`config.mk`:
```
export PLATFORM = sky130hd
export DESIGN_NAME = power_mode_control_regs
export DESIGN_NICKNAME = d
export VERILOG_FILES = /design/src/design/power_mode_pkg.sv /design/src/design/power_mode_control_regs.sv
export SDC_FILE = /design/constraint.sdc
export NUM_CORES = 1
export LEC_CHECK = 0
export ABC_AREA = 0
export CAP_MARGIN = 10
export CORE_UTILIZATION = 62
export CTS_CLUSTER_DIAMETER = 80
export DETAILED_ROUTE_END_ITERATION = 16
export DONT_BUFFER_PORTS = 1
export GPL_TIMING_DRIVEN = 0
export PLACE_DENSITY = 0.83
export SLEW_MARGIN = 20
export SYNTH_ARGS = -nofsm -noshare
export SYNTH_HDL_FRONTEND = slang
export SYNTH_SLANG_ARGS = --single-unit
```
`constraint.sdc`:
```
create_clock -name clk_i -period 4.1 [get_ports clk_i]
set_input_delay 0.205 -clock clk_i [delete_from_list [all_inputs] [get_ports clk_i]]
set_output_delay 0.205 -clock clk_i [all_outputs]
set_load 0.01 [all_outputs]
```
`src/design/power_mode_pkg.sv`:
```
package power_mode_pkg;

    // ****************************************************************
    // Register map
    // ****************************************************************
    localparam logic [2:0]  CTL_OFFSET       = 3'h0;
    localparam logic [2:0]  CS_OFFSET        = 3'h4;

    // ****************************************************************
    // Reset values
    // ****************************************************************
    localparam logic [31:0] CTL_RESET        = 32'h0000_8000;
    localparam logic [31:0] CS_RESET         = 32'h0000_0000;

    // ****************************************************************
    // Control register fields
    // ****************************************************************
    localparam int          CTL_BANK2_OFF    = 21;
    localparam int          CTL_BANK1_OFF    = 20;
    localparam int          CTL_LOW_DRIVE    = 18;
    localparam int          CTL_OV_THRESH    = 15;
    localparam int          CTL_OV_ENABLE    = 14;
    localparam int          CTL_BKP_WEN      = 8;
    localparam int          CTL_UV_THR_LO    = 5;
    localparam int          CTL_UV_THR_HI    = 7;
    localparam int          CTL_UV_ENABLE    = 4;
    localparam int          CTL_STB_CLEAR    = 3;
    localparam int          CTL_WAKE_CLEAR   = 2;
    localparam int          CTL_STB_SELECT   = 1;
    localparam int          CTL_LOW_POWER    = 0;

    // ****************************************************************
    // Control and status register fields
    // ****************************************************************
    localparam int          CS_PIN1_EN       = 9;
    localparam int          CS_PIN0_EN       = 8;
    localparam int          CS_OV_FLAG       = 3;
    localparam int          CS_UV_FLAG       = 2;
    localparam int          CS_STB_FLAG      = 1;
    localparam int          CS_WAKE_FLAG     = 0;

    // ****************************************************************
    // Sleep outcome
    // ****************************************************************
    typedef enum logic [1:0] {
        MODE_RUN,
        MODE_DEEP_SLEEP,
        MODE_STANDBY
    } power_mode_t;

endpackage

```
`src/design/power_mode_control_regs.sv`:
```
`timescale 1ns/1ps

// Notes on behaviour
// - Bits 21/20 set: upper RAM bank powered off in deep-sleep; clear retains it.
// - Bit 18 set selects low-drive regulator during deep-sleep.
// - Bit 15 picks over-voltage threshold: 0 is 5V, 1 is 5.5V.
// - Bit 14 enables the over-voltage detector.
// - Backup-domain writes are blocked while bit 8 is 0, as after reset.
// - Bits 7:5 pick under-voltage threshold, ascending 2.9V to 4.6V.
// - Bit 4 enables the under-voltage detector.
// - Lock input makes under-voltage enable and threshold read-only.
// - Writing 1 to bit 3 clears standby flag; reads 0.
// - Writing 1 to bit 2 clears wake flag; reads 0.
// - Bit 1 picks deep-sleep (0) or standby (1) on a sleep request.
// - Bit 0 selects low-power regulator during deep-sleep.
// - Oscillator-fed peripheral in deep-sleep forces regulator back to normal power.
// - Control register resets to 0x00008000, also on standby exit.
// - Status register resets to zero and survives standby exit.
// - Status bits 8/9 enable wake pins; a rising edge wakes from standby.
// - Enabling a wake pin already high raises a wake event at once.
// - Wake pins active high, pull-down requested while enabled.
// - Status bit 3 shows supply at or above over-voltage level; off in standby.
// - Status bit 2 shows supply at or below under-voltage level; off in standby.
// - Status bit 1 set after standby; cleared only by power reset or clear bit.
// - Half-word and word accesses accepted; software uses only those sizes.
// - Status bit 0 set by wake pin or alarm; cleared by reset or clear bit.
module power_mode_control_regs
    import power_mode_pkg::*;
(
    input  wire logic        clk_i,
    input  wire logic        rst_i,
    input  wire logic        por_rst_i,
    input  wire logic        standby_exit_rst_i,
    input  wire logic        wb_cyc_i,
    input  wire logic        wb_stb_i,
    input  wire logic        wb_we_i,
    input  wire logic [2:0]  wb_adr_i,
    input  wire logic [3:0]  wb_sel_i,
    input  wire logic [31:0] wb_dat_i,
    output logic      [31:0] wb_dat_o,
    output logic             wb_ack_o,
    input  wire logic        sleep_deep_req_i,
    input  wire logic        periph_osc_active_i,
    input  wire logic        undervolt_config_lock_i,
    input  wire logic        overvolt_cmp_i,
    input  wire logic        undervolt_cmp_i,
    input  wire logic        standby_active_i,
    input  wire logic [1:0]  wake_pin_i,
    input  wire logic        alarm_wake_i,
    input  wire logic        backup_wr_req_i,
    output logic             backup_wr_allow_o,
    output logic             ram_bank2_power_off_o,
    output logic             ram_bank1_power_off_o,
    output logic             deep_sleep_low_drive_o,
    output logic             regulator_low_power_o,
    output logic             overvolt_detect_enable_o,
    output logic             overvolt_threshold_select_o,
    output logic             undervolt_detect_enable_o,
    output logic      [2:0]  undervolt_threshold_select_o,
    output logic      [1:0]  wake_pin_pulldown_o,
    output logic             standby_wake_o,
    output logic      [1:0]  power_mode_o
);

    // ****************************************************************
    // Stored fields
    // ****************************************************************
    logic        ram_bank2_power_off;
    logic        ram_bank1_power_off;
    logic        deep_sleep_low_drive;
    logic        overvolt_threshold_select;
    logic        overvolt_detect_enable;
    logic        backup_domain_write_enable;
    logic [2:0]  undervolt_threshold_select;
    logic        undervolt_detect_enable;
    logic        standby_select;
    logic        regulator_low_power;
    logic        wake_pin0_enable;
    logic        wake_pin1_enable;
    logic        overvolt_flag;
    logic        undervolt_flag;
    logic        standby_entered_flag;
    logic        wake_flag;
    logic [1:0]  wake_pin_prev;
    power_mode_t mode;

    // ****************************************************************
    // Bus decode
    // ****************************************************************
    logic        bus_req;
    logic        size_ok;
    logic        wr_ctl;
    logic        wr_cs;
    logic        lo_half;
    logic        hi_half;
    logic [1:0]  pin_enable;
    logic [1:0]  pin_enable_new;
    logic        wake_event;
    logic        in_deep_sleep;

    // New request only while no ack is out, so each access acks once
    assign bus_req = wb_cyc_i && wb_stb_i && !wb_ack_o;
    // Only half-word or word lane groups are taken; byte writes are dropped
    assign size_ok = (wb_sel_i == 4'hF) || (wb_sel_i == 4'h3) || (wb_sel_i == 4'hC);
    assign lo_half = wb_sel_i[0];
    assign hi_half = wb_sel_i[2];
    assign wr_ctl  = bus_req && wb_we_i && size_ok && (wb_adr_i == CTL_OFFSET);
    assign wr_cs   = bus_req && wb_we_i && size_ok && (wb_adr_i == CS_OFFSET);

    // Wishbone ack: one cycle after the strobe, unmapped reads return zero
    always_ff @(posedge clk_i) begin
        if (rst_i) begin
            wb_ack_o <= 1'b0;
        end else begin
            wb_ack_o <= bus_req;
        end
    end

    // Read mux; clear bits and reserved bits always read as zero
    always_ff @(posedge clk_i) begin
        if (rst_i) begin
            wb_dat_o <= 32'h0000_0000;
        end else if (bus_req && !wb_we_i) begin
            wb_dat_o <= 32'h0000_0000;
            if (wb_adr_i == CTL_OFFSET) begin
                wb_dat_o[CTL_BANK2_OFF]                <= ram_bank2_power_off;
                wb_dat_o[CTL_BANK1_OFF]                <= ram_bank1_power_off;
                wb_dat_o[CTL_LOW_DRIVE]                <= deep_sleep_low_drive;
                wb_dat_o[CTL_OV_THRESH]                <= overvolt_threshold_select;
                wb_dat_o[CTL_OV_ENABLE]                <= overvolt_detect_enable;
                wb_dat_o[CTL_BKP_WEN]                  <= backup_domain_write_enable;
                wb_dat_o[CTL_UV_THR_HI:CTL_UV_THR_LO]  <= undervolt_threshold_select;
                wb_dat_o[CTL_UV_ENABLE]                <= undervolt_detect_enable;
                wb_dat_o[CTL_STB_SELECT]               <= standby_select;
                wb_dat_o[CTL_LOW_POWER]                <= regulator_low_power;
            end else if (wb_adr_i == CS_OFFSET) begin
                wb_dat_o[CS_PIN1_EN]   <= wake_pin1_enable;
                wb_dat_o[CS_PIN0_EN]   <= wake_pin0_enable;
                wb_dat_o[CS_OV_FLAG]   <= overvolt_flag;
                wb_dat_o[CS_UV_FLAG]   <= undervolt_flag;
                wb_dat_o[CS_STB_FLAG]  <= standby_entered_flag;
                wb_dat_o[CS_WAKE_FLAG] <= wake_flag;
            end
        end
    end

    // ****************************************************************
    // Control register
    // ****************************************************************

    // Upper half: RAM bank switches and low-drive; standby exit reloads reset value
    always_ff @(posedge clk_i) begin
        if (rst_i || standby_exit_rst_i) begin
            ram_bank2_power_off  <= CTL_RESET[CTL_BANK2_OFF];
            ram_bank1_power_off  <= CTL_RESET[CTL_BANK1_OFF];
            deep_sleep_low_drive <= CTL_RESET[CTL_LOW_DRIVE];
        end else if (wr_ctl && hi_half) begin
            ram_bank2_power_off  <= wb_dat_i[CTL_BANK2_OFF];
            ram_bank1_power_off  <= wb_dat_i[CTL_BANK1_OFF];
            deep_sleep_low_drive <= wb_dat_i[CTL_LOW_DRIVE];
        end
    end

    // Lower half: over-voltage detector, backup gate, mode select, low-power
    always_ff @(posedge clk_i) begin
        if (rst_i || standby_exit_rst_i) begin
            overvolt_threshold_select  <= CTL_RESET[CTL_OV_THRESH];
            overvolt_detect_enable     <= CTL_RESET[CTL_OV_ENABLE];
            backup_domain_write_enable <= CTL_RESET[CTL_BKP_WEN];
            standby_select             <= CTL_RESET[CTL_STB_SELECT];
            regulator_low_power        <= CTL_RESET[CTL_LOW_POWER];
        end else if (wr_ctl && lo_half) begin
            overvolt_threshold_select  <= wb_dat_i[CTL_OV_THRESH];
            overvolt_detect_enable     <= wb_dat_i[CTL_OV_ENABLE];
            backup_domain_write_enable <= wb_dat_i[CTL_BKP_WEN];
            standby_select             <= wb_dat_i[CTL_STB_SELECT];
            regulator_low_power        <= wb_dat_i[CTL_LOW_POWER];
        end
    end

    // Under-voltage fields; the lock freezes them against software
    always_ff @(posedge clk_i) begin
        if (rst_i || standby_exit_rst_i) begin
            undervolt_threshold_select <= CTL_RESET[CTL_UV_THR_HI:CTL_UV_THR_LO];
            undervolt_detect_enable    <= CTL_RESET[CTL_UV_ENABLE];
        end else if (wr_ctl && lo_half && !undervolt_config_lock_i) begin
            undervolt_threshold_select <= wb_dat_i[CTL_UV_THR_HI:CTL_UV_THR_LO];
            undervolt_detect_enable    <= wb_dat_i[CTL_UV_ENABLE];
        end
    end

    // ****************************************************************
    // Control and status register
    // ****************************************************************

    assign pin_enable     = {wake_pin1_enable, wake_pin0_enable};
    assign pin_enable_new = {wb_dat_i[CS_PIN1_EN], wb_dat_i[CS_PIN0_EN]};

    // Wake pin enables; not touched by standby exit
    always_ff @(posedge clk_i) begin
        if (rst_i) begin
            wake_pin1_enable <= CS_RESET[CS_PIN1_EN];
            wake_pin0_enable <= CS_RESET[CS_PIN0_EN];
        end else if (wr_cs && lo_half) begin
            wake_pin1_enable <= wb_dat_i[CS_PIN1_EN];
            wake_pin0_enable <= wb_dat_i[CS_PIN0_EN];
        end
    end

    // Pin history; a pin enabled while high counts as an edge since history
    // is forced low while disabled
    always_ff @(posedge clk_i) begin
        if (rst_i) begin
            wake_pin_prev <= 2'h0;
        end else begin
            wake_pin_prev <= wake_pin_i & pin_enable;
        end
    end

    // Event: rising edge on an enabled pin, incl. already high at enable, or alarm
    assign wake_event = (|(wake_pin_i & pin_enable & ~wake_pin_prev))
                        || alarm_wake_i;

    // Detector flags follow comparators only while enabled and awake
    always_ff @(posedge clk_i) begin
        if (rst_i) begin
            overvolt_flag  <= CS_RESET[CS_OV_FLAG];
            undervolt_flag <= CS_RESET[CS_UV_FLAG];
        end else begin
            overvolt_flag  <= overvolt_cmp_i && overvolt_detect_enable
                              && !standby_active_i;
            undervolt_flag <= undervolt_cmp_i && undervolt_detect_enable
                              && !standby_active_i;
        end
    end

    // Standby flag; cleared only by power reset or the clear bit, set beats clear
    always_ff @(posedge clk_i) begin
        if (por_rst_i) begin
            standby_entered_flag <= CS_RESET[CS_STB_FLAG];
        end else if (standby_active_i) begin
            standby_entered_flag <= 1'b1;
        end else if (wr_ctl && lo_half && wb_dat_i[CTL_STB_CLEAR]) begin
            standby_entered_flag <= 1'b0;
        end
    end

    // Wake flag; a new event wins over a clear in the same cycle
    always_ff @(posedge clk_i) begin
        if (rst_i) begin
            wake_flag <= CS_RESET[CS_WAKE_FLAG];
        end else if (wake_event) begin
            wake_flag <= 1'b1;
        end else if (wr_ctl && lo_half && wb_dat_i[CTL_WAKE_CLEAR]) begin
            wake_flag <= 1'b0;
        end
    end

    // ****************************************************************
    // Sleep outcome and outputs
    // ****************************************************************

    // Mode chosen at each sleep request; leaving sleep returns to run
    always_ff @(posedge clk_i) begin
        if (rst_i) begin
            mode <= MODE_RUN;
        end else begin
            case (mode)
                MODE_RUN: begin
                    if (sleep_deep_req_i) begin
                        mode <= standby_select ? MODE_STANDBY : MODE_DEEP_SLEEP;
                    end
                end
                MODE_DEEP_SLEEP: begin
                    if (!sleep_deep_req_i) begin
                        mode <= MODE_RUN;
                    end
                end
                MODE_STANDBY: begin
                    if (!sleep_deep_req_i) begin
                        mode <= MODE_RUN;
                    end
                end
                default: begin
                    mode <= MODE_RUN;
                end
            endcase
        end
    end

    assign in_deep_sleep = (mode == MODE_DEEP_SLEEP);

    // Registered outputs; deep-sleep options apply only in deep-sleep
    always_ff @(posedge clk_i) begin
        if (rst_i) begin
            backup_wr_allow_o            <= 1'b0;
            ram_bank2_power_off_o        <= 1'b0;
            ram_bank1_power_off_o        <= 1'b0;
            deep_sleep_low_drive_o       <= 1'b0;
            regulator_low_power_o        <= 1'b0;
            overvolt_detect_enable_o     <= 1'b0;
            overvolt_threshold_select_o  <= 1'b0;
            undervolt_detect_enable_o    <= 1'b0;
            undervolt_threshold_select_o <= 3'h0;
            wake_pin_pulldown_o          <= 2'h0;
            standby_wake_o               <= 1'b0;
            power_mode_o                 <= 2'h0;
        end else begin
            backup_wr_allow_o            <= backup_wr_req_i
                                            && backup_domain_write_enable;
            ram_bank2_power_off_o        <= in_deep_sleep && ram_bank2_power_off;
            ram_bank1_power_off_o        <= in_deep_sleep && ram_bank1_power_off;
            deep_sleep_low_drive_o       <= in_deep_sleep && deep_sleep_low_drive;
            // Oscillator-fed peripheral overrides low-power
            regulator_low_power_o        <= in_deep_sleep && regulator_low_power
                                            && !periph_osc_active_i;
            overvolt_detect_enable_o     <= overvolt_detect_enable && !standby_active_i;
            overvolt_threshold_select_o  <= overvolt_threshold_select;
            undervolt_detect_enable_o    <= undervolt_detect_enable && !standby_active_i;
            undervolt_threshold_select_o <= undervolt_threshold_select;
            wake_pin_pulldown_o          <= pin_enable;
            standby_wake_o               <= standby_active_i
                                            && (|(wake_pin_i & pin_enable & ~wake_pin_prev));
            power_mode_o                 <= mode;
        end
    end

endmodule

```
# After elaboration in Yosys (flattened, before gate mapping)
# Cells that the tools add are included.
dict set report totals {
  register_bits 54
  latch_bits 0
  ramBits 0
  rom_bits 0
  inputBits 56
  output_inout_bits 49
  word_cells 103
  n_memories 0
}
dict set report op_classes {
  addsub 0
  mul 0
  div_mod_pow 0
  magnitude_cmp 0
  eq_ne 8
  shifts 0
  n_mux 18
  bitwise_logic 3
  reduce_logical 42
}
# operator n
set ops {}
lappend ops {{$logic_and A1 B1 Y1} 26}
lappend ops {{$mux W2} 8}
lappend ops {{$eq A4 B4 Y1 const B} 2}
lappend ops {{$mux W4} 2}
lappend ops {{$mux W1} 7}
lappend ops {{$logic_not A1 Y1} 5}
lappend ops {{$and A2 B2 Y2} 2}
lappend ops {{$eq A4 B2 Y1 const B} 1}
lappend ops {{$logic_or A1 B1 Y1} 4}
lappend ops {{$ne A2 B2 Y1 const B} 2}
lappend ops {{$pmux W2 S2} 1}
lappend ops {{$reduce_bool A2 Y1} 2}
lappend ops {{$reduce_or A2 Y1} 2}
lappend ops {{$eq A3 B3 Y1 const B} 1}
lappend ops {{$logic_not A3 Y1} 1}
lappend ops {{$eq A2 B1 Y1 const B} 1}
lappend ops {{$eq A2 B2 Y1 const B} 1}
lappend ops {{$logic_not A2 Y1} 1}
lappend ops {{$not A2 Y2} 1}
lappend ops {{$reduce_and A2 Y1} 1}

# Longest topological paths before layout
# Gate-level depths: netlist of the first run.
dict set report depth {
  word_depth 9
  ltp_mapped 5
  mapped_depth_nobuf 5
}

# Worst setup path before layout of the first run
# No wires, ideal clock.
dict set report synth_path {
  path_kind {reg-to-reg}
  from {register wb_ack_o}
  to {register wake_pin0_enable}
  setup_time_ns 0.121
  t_arrival_ns 1.440
  required_ns 3.979
  setup_slack_ns 2.539
  path_stages_with_launch 4
  n_path_buf 0
  period_less_slack_ns 1.561
  path_cell_list {dfxtp_1 nand4b_1 nor4b_2 mux2_2}
}
dict set report synth_between {
  elab_chain_len 6
}
# element line_no
set synth_rtl {}
lappend synth_rtl {{start: declaration} power_mode_control_regs.sv:41} ;# output logic wb_ack_o,
lappend synth_rtl {{start signal: assignment} power_mode_control_regs.sv:115} ;# wb_ack_o <= bus_req;
lappend synth_rtl {{$logic_not A1 Y1} power_mode_control_regs.sv:102} ;# assign bus_req = wb_cyc_i && wb_stb_i && !wb_ack_o;
lappend synth_rtl {{$logic_and A1 B1 Y1} power_mode_control_regs.sv:102}
lappend synth_rtl {{$logic_and A1 B1 Y1 (3 in a row)} power_mode_control_regs.sv:108} ;# assign wr_cs = bus_req && wb_we_i && size_ok && (wb_adr_i == CS_OFFSET);
lappend synth_rtl {{$logic_and A1 B1 Y1} power_mode_control_regs.sv:204} ;# end else if (wr_cs && lo_half) begin
lappend synth_rtl {{end signal: assignment} power_mode_control_regs.sv:203} ;# wake_pin0_enable <= CS_RESET[CS_PIN0_EN];
lappend synth_rtl {{end signal: assignment} power_mode_control_regs.sv:206} ;# wake_pin0_enable <= wb_dat_i[CS_PIN0_EN];
lappend synth_rtl {{end: declaration} power_mode_control_regs.sv:78} ;# logic wake_pin0_enable;
# No other way between the ends.
# A chain may end at the register's enable or synchronous reset.

# Worst setup path after layout of the first run
dict set report layout_path {
  from {register wb_ack_o}
  to {register wake_flag}
}
dict set report layout_between {
  elab_chain_len 8
}
# element line_no
set layout_rtl {}
lappend layout_rtl {{$logic_not A1 Y1} power_mode_control_regs.sv:102}
lappend layout_rtl {{$logic_and A1 B1 Y1} power_mode_control_regs.sv:102}
lappend layout_rtl {{$logic_and A1 B1 Y1 (3 in a row)} power_mode_control_regs.sv:107} ;# assign wr_ctl = bus_req && wb_we_i && size_ok && (wb_adr_i == CTL_OFFSET);
lappend layout_rtl {{$logic_and A1 B1 Y1 (2 in a row)} power_mode_control_regs.sv:254} ;# end else if (wr_ctl && lo_half && wb_dat_i[CTL_WAKE_CLEAR]) begin
lappend layout_rtl {{$reduce_bool A2 Y1 (no source line)} -}
lappend layout_rtl {{end signal: assignment} power_mode_control_regs.sv:251} ;# wake_flag <= CS_RESET[CS_WAKE_FLAG];
lappend layout_rtl {{end: declaration} power_mode_control_regs.sv:83} ;# logic wake_flag;
# No other way between the ends.

==> results of run 1 <==
state kept, by name, indices dropped and copies added (netlist names), 2 cells and up:
signal and flops:
undervolt_threshold_select_o 3, mode 2, wb_dat_o 15, power_mode_o 2
wake_pin_prev 2, wake_pin_pulldown_o 2, undervolt_threshold_select 3
layout make-up:
cell class	count	area share
Inverter	5	0.007285
Clock buffer	6	0.01991
Buffer	25	0.06119
Multi-Input combinational cell	158	0.3764
Timing Repair Buffer	24	0.09325
Tap cell	46	0.02234
Sequential cell	54	0.4196
stage by stage:
stage            util  setup WS (ns)  power, mW
2_1_floorplan       -          2.539     0.6000
3_3_place_gp   0.6847          2.366     0.6089
3_5_place_dp   0.6847          2.327     0.6103
4_1_cts        0.7720          1.761     0.8459
5_1_grt        0.7720          1.552     0.8789
6_report       0.7720          1.682     0.8469
layer usage:
metal / global-route usage / share of wire / up-vias
li1: - / - / 823
met1: 0.3193 / 0.40 / 778
met2: 0.5016 / 0.52 / 84
met3: 0.1071 / 0.067 / 10
met4: 0.1201 / 0.018 / 0
met5: 0 / 0 / -
cells by family after synthesis:
kind of cell / Yosys count / share of synthesized area
other: 1 / 0.001730
adders and majority gates: 2 / 0.01155
AOI/OAI and AO/OA: 23 / 0.06351
muxes: 15 / 0.07102
DFF: 54 / 0.4988
and+or+nand+nor: 99 / 0.2639
buffers and inverters: 30 / 0.08141
xor gates and xnor gates: 2 / 0.008085
placed cells by master, fill, tap and decap left out, drive strengths merged:
master and count:
dfxtp 54, nand2 38, dlygate4sd3 24, buf 19, conb 17, a21oi 14
mux2i 12, nand3 12, clkbuf 12, nor2 10, nor2b 9, and2 7
inv 5, nor3 5, nor4 3, mux2 3, and3 3, and3b 3
a221oi 3, o21ai 3, xor2 2, nand4b 2, ha 2, or3 1
nand3b 1, nor3b 1, nor4b 1, a311oi 1, o41ai 1, a41oi 1
nand4bb 1, and4bb 1, nor4bb 1
worst max-delay path: cells and delay by family, from the launching register on:
kind	cells	cell delay, ns
and+or+nand+nor	2	1.11
buffers and inverters	1	0.59
DFF	1	0.40
AOI/OAI and AO/OA	1	0.22
final timing paths:
kind	endpoint	slack, ns	cells past startpoint
min reg2reg	wb_dat_o[2]$_SDFFE_PP0P_	0.46	2
max	wake_flag$_SDFFE_PP0P_	1.68	4
min	mode[1]$_SDFFE_PP0P_	0.03	2
max reg2reg	wake_flag$_SDFFE_PP0P_	1.68	4
where the power goes:
group / internal, mW / switching [mW]
logic: 0.0412 / 0.0438
clock network: 0.0777 / 0.149
registers: 0.530 / 0.00500
==> impl_metrics.toml, run 1 <==
[sta]
fin_crit_ns = 2.418
period_share = 0.5896
whs_ns = 0.03322
relSlewSlack = 0.5384
maxSlewViolCount = 0
fmax_mhz = 413.6
finalSetupTns_ns = 0
skew_ns = 0.004944
rsz0062_at_grt = "false"
hold_viol = 0
worstMarginPinSlew_ns = 0.6872
finalSetupViolations = 0

[route]
wl_um = 4890
vias = 1695
first_pass_iters = 4
drt_iter0_markers = 128
ant_nets = 0
wl_per_cell_um = 15.38
drcViolationCount = 0
viasPerCell = 5.330

[clock_network]
post-cts-setup-buffer-count = 0
cts_tree = "built"
cts.sink_count = 54
h-tree-depth = 2
postCtsHoldBufs = 24
clk_pin_slew_ns = 0.14
clk_path_buf_depth = 2
ctsResizeCount = 0
insertion_delay_ns = 0.36
root_buffer = "clkbuf_4"
cts_buffers = 5

[logic_synthesis]
mappedNetlistArea_um2 = 2167
synth_edf_count = 0
synthMostInstantiatedCell = "dfxtp_1"
async_flop_share = 0
yosysTopAreaCellShare = 0.4988
yosysSeqAreaShare = 0.4988
yosys_warnings = 0
ys.flop_type = "dfxtp_1"
synth_largest_area_cell = "dfxtp_1"
synthCells = 226
netlist_top_cells_area = "dfxtp_1, nand2_1, buf_4"
ys_ff_latch = 54
ys_types = 33
synth.avg_cell_area_um2 = 9.589
synthTopCellsByCount = "dfxtp_1, nand2_1, buf_4"

[placement]
placedCellCount = 288
place_congestion = 0.7808
postPlaceCellArea_um2 = 2285
numPortBuffers = 0
hpwlAfterDp_um = 3356

[finish]
finalInstanceArea_um2 = 2576
final_cells = 318
diodes = 0
area_growth_pct = 18.88
ff_latch_area_um2 = 1081
multiInputGateArea_um2 = 969.7
drive_gt1_frac = 0.1213
nets = 331
num-fill-cells = 237

[worst_setup_path]
required_ns = 4.37
crit_type = "reg -> reg"
slowest_delay_ns = 0.65
path_max_fanout = 7
cp_cell_sequence = "nand4b_1, nor4_4, a41oi_1, dlygate4sd3_1"
startpoint = "wb_ack_o$_SDFF_PP0_"
r2r_start = "wb_ack_o$_SDFF_PP0_"
critPathArrivalTime_ns = 2.68
crit_path_start_kind = "flop"
end_kind = "flop"
crit_slowest_cell = "nor4_4"

[flow_run]
maxCapViolations = 0

[die]
die_h_um = 61.12
row_count = 21
start_util = 0.6494
die_w_um = 61.12
pin_count = 105
coreArea_um2 = 3337
dieArea_um2 = 3736

[run_status]
status = "completed"

[power_and_ir_drop]
p_per_area_nw_per_um2 = 328.7
leakage_nw = 1.008
ir_drop_v = 0.0002437

[grt]
grt_pass1_wl_um = 7638
grt_overflow_total = 0
grt_pass1_vias = 1640
grtUsageTotal = 0.2895
antenna_found_initial = 0
grt_max_degree = 15

[worst_hold_path]
hold_path_startpoint = "sleep_deep_req_i"
min_path_type = "in -> reg"
No activity file was read; power rests on OpenSTA's default activity.
==> run 2: changes to the inputs <==
--- a/config.mk
+++ b/config.mk
@@ -5,14 +5,14 @@
 export SDC_FILE = /design/constraint.sdc
 export NUM_CORES = 1
 export LEC_CHECK = 0
-export ABC_AREA = 0
+export ABC_AREA = 1
 export CAP_MARGIN = 10
-export CORE_UTILIZATION = 62
+export CORE_UTILIZATION = 55
 export CTS_CLUSTER_DIAMETER = 80
 export DETAILED_ROUTE_END_ITERATION = 16
 export DONT_BUFFER_PORTS = 1
 export GPL_TIMING_DRIVEN = 0
-export PLACE_DENSITY = 0.83
+export PLACE_DENSITY = 0.78
 export SLEW_MARGIN = 20
 export SYNTH_ARGS = -nofsm -noshare
 export SYNTH_HDL_FRONTEND = slang
==> constraint.sdc (replaced) <==
create_clock -name clk_i -period 2.1 [get_ports clk_i]
set_input_delay 0.105 -clock clk_i [delete_from_list [all_inputs] [get_ports clk_i]]
set_output_delay 0.105 -clock clk_i [all_outputs]
set_load 0.01 [all_outputs]
==> impl_metrics.toml, run 2 <==
[run_status]
status = "completed"

[logic_synthesis]
yosysTopAreaCellShare = 0.4920
yosys_warnings = 0
synthMostInstantiatedCell = "nor2_1"
synth_edf_count = 0
ys.flop_type = "dfxtp_1"
yosysSeqAreaShare = 0.4920
async_flop_share = 0
synthCells = 276
mappedNetlistArea_um2 = 2197
synth.avg_cell_area_um2 = 7.961
ys_ff_latch = 54
synthTopCellsByCount = "nor2_1, dfxtp_1, nand2_1"
synth_largest_area_cell = "dfxtp_1"
netlist_top_cells_area = "dfxtp_1, nor2_1, nand2_1"
ys_types = 32

[worst_setup_path]
slowest_delay_ns = 0.56
cp_cell_sequence = "nor2_1, nand2_1, nor2_4, nand4_1, nand2_1, a21oi_1, dlygate4sd3_1"
end_kind = "flop"
r2r_start = "wb_ack_o$_SDFF_PP0_"
crit_slowest_cell = "dlygate4sd3_1"
crit_type = "reg -> reg"
crit_top_cell = "nand2_1"
startpoint = "wb_ack_o$_SDFF_PP0_"
crit_path_start_kind = "flop"
critical_path.top_delay_family = "simple AND/OR/NAND/NOR gates"
required_ns = 2.30
critPathArrivalTime_ns = 1.95
path_buf_inv = 1
path_max_fanout = 4

[grt]
grtUsageTotal = 0.2553
grt_max_degree = 16
antenna_found_initial = 0
grt_overflow_total = 0
grt_pass1_vias = 1770
grt_pass1_wl_um = 8100

[sta]
hold_viol = 0
period_share = 0.8357
rsz0062_at_grt = "false"
relSlewSlack = 0.6272
finalSetupTns_ns = 0
worstMarginPinSlew_ns = 0.5592
fmax_mhz = 569.8
skew_ns = 0.005098
finalSetupViolations = 0
fin_crit_ns = 1.755
maxSlewViolCount = 0

[finish]
largest_reg_flops = 15
layout_commonest_cell = "nor2_1"
reg.largest.list = "wb_dat_o x15, undervolt_threshold_select x3, undervolt_threshold_select_o x3"
layout_common_cells = "nor2_1, dfxtp_1, nand2_1, inv_1, dlygate4sd3_1"
drive_gt1_frac = 0.1331
regMostFlops = "wb_dat_o"
nets = 380
diodes = 0
area_growth_pct = 20.96

[placement]
hpwlAfterDp_um = 3492
numPortBuffers = 0
place_congestion = 0.7725

[flow_run]
maxCapViolations = 0

[clock_network]
cts.sink_count = 54
root_buffer = "clkbuf_8"
ctsResizeCount = 0
cts_buffers = 5
clk_path_buf_depth = 2
h-tree-depth = 2
cts_tree = "built"
insertion_delay_ns = 0.30
clk_pin_slew_ns = 0.09

[route]
wl_um = 4940
drcViolationCount = 0
first_pass_iters = 4
wl_per_cell_um = 13.32
ant_nets = 0
drt_iter0_markers = 87
viasPerCell = 4.954
vias = 1838

[worst_hold_path]
min_path_type = "in -> reg"
hold_path_startpoint = "wb_dat_i[2]"

[die]
pin_count = 105
start_util = 0.5869
row_count = 22
dieArea_um2 = 4252
die_w_um = 65.21
coreArea_um2 = 3744
die_h_um = 65.21

[power_and_ir_drop]
finalPower_mw = 1.904
p_per_area_nw_per_um2 = 716.6
leakage_nw = 1.137
ir_drop_v = 0.0004726
==> run 2: layout make-up <==
type                    count  area (um2)
clock buffers               8       110.1
inverters                  28       107.6
well taps                  48       60.06
repair buffers             23       230.2
fillers                   338        1086
plain buffers              24       165.2
flip-flops and latches     54        1081
multi-input cells         186       903.4
==> run 2: power breakdown <==
group / leakage (nW) / switching, mW / internal, mW
sequential: 0.438 / 0.0197 / 1.04
combinational: 0.642 / 0.103 / 0.0835
clock: 0.0575 / 0.320 / 0.333
==> run 2: logic make-up after synthesis <==
kind of cell    count (synthesis)  share of synthesized area
other cells                     1                   0.001707
compound gates                 35                    0.09112
simple gates                  132                     0.2796
flops                          54                     0.4920
buf+inv                        52                     0.1241
fa+ha+maj                       2                    0.01139
==> run 2: worst reg2reg max path, cell delays in order (launching register included) <==
cell	delay, ns
dfxtp_1	0.35
nor2_1	0.15
nand2_1	0.13
nor2_4	0.18
nand4_1	0.11
nand2_1	0.10
a21oi_1	0.07
dlygate4sd3_1	0.56
==> run 2: worst paths after layout <==
kind / end / slack, ns / cells past startpoint
setup / recovery: standby_entered_flag$_SDFFE_PP0P_ / 0.34 / 7
hold / removal: wake_flag$_SDFFE_PP0P_ / 0.03 / 3
hold reg to reg: undervolt_threshold_select_o[2]$_SDFF_PP0_ / 0.44 / 2
setup reg to reg: standby_entered_flag$_SDFFE_PP0P_ / 0.34 / 7
==> run 2: per-layer routing <==
| layer | wire length (um) | vias up | track usage |
|---|---|---|---|
| li1 | - | 937 | - |
| met1 | 2137 | 815 | 0.3139 |
| met2 | 2343 | 78 | 0.4201 |
| met3 | 388 | 8 | 0.06944 |
| met4 | 70 | 0 | 0.1033 |
| met5 | 0 | - | 0 |
==> run 2: per-stage QoR <==
stage | setup WS (ns) | cell area (um2) | instances | hold slack [ns] | utilization
finish | 0.3450 | 2658 | 371 | 0.02760 | 0.7099
detailed placement | 0.6176 | 2317 | 340 | 0.1774 | 0.6190
CTS | 0.3864 | 2648 | 370 | 0.002750 | 0.7072
floorplan | 0.9206 | 2257 | 292 | 0.1741 | -
global placement | 0.6513 | 2317 | 340 | 0.1765 | 0.6190
global route | 0.2632 | 2658 | 371 | 0.02030 | 0.7099
==> run 2: repair_timing <==
| item | in CTS | in global routing |
|---|---|---|
| buffers inserted | 0 | 0 |
| hold buffers | 22 | 1 |
| endpoints found under the hold margin | 32 | 1 |
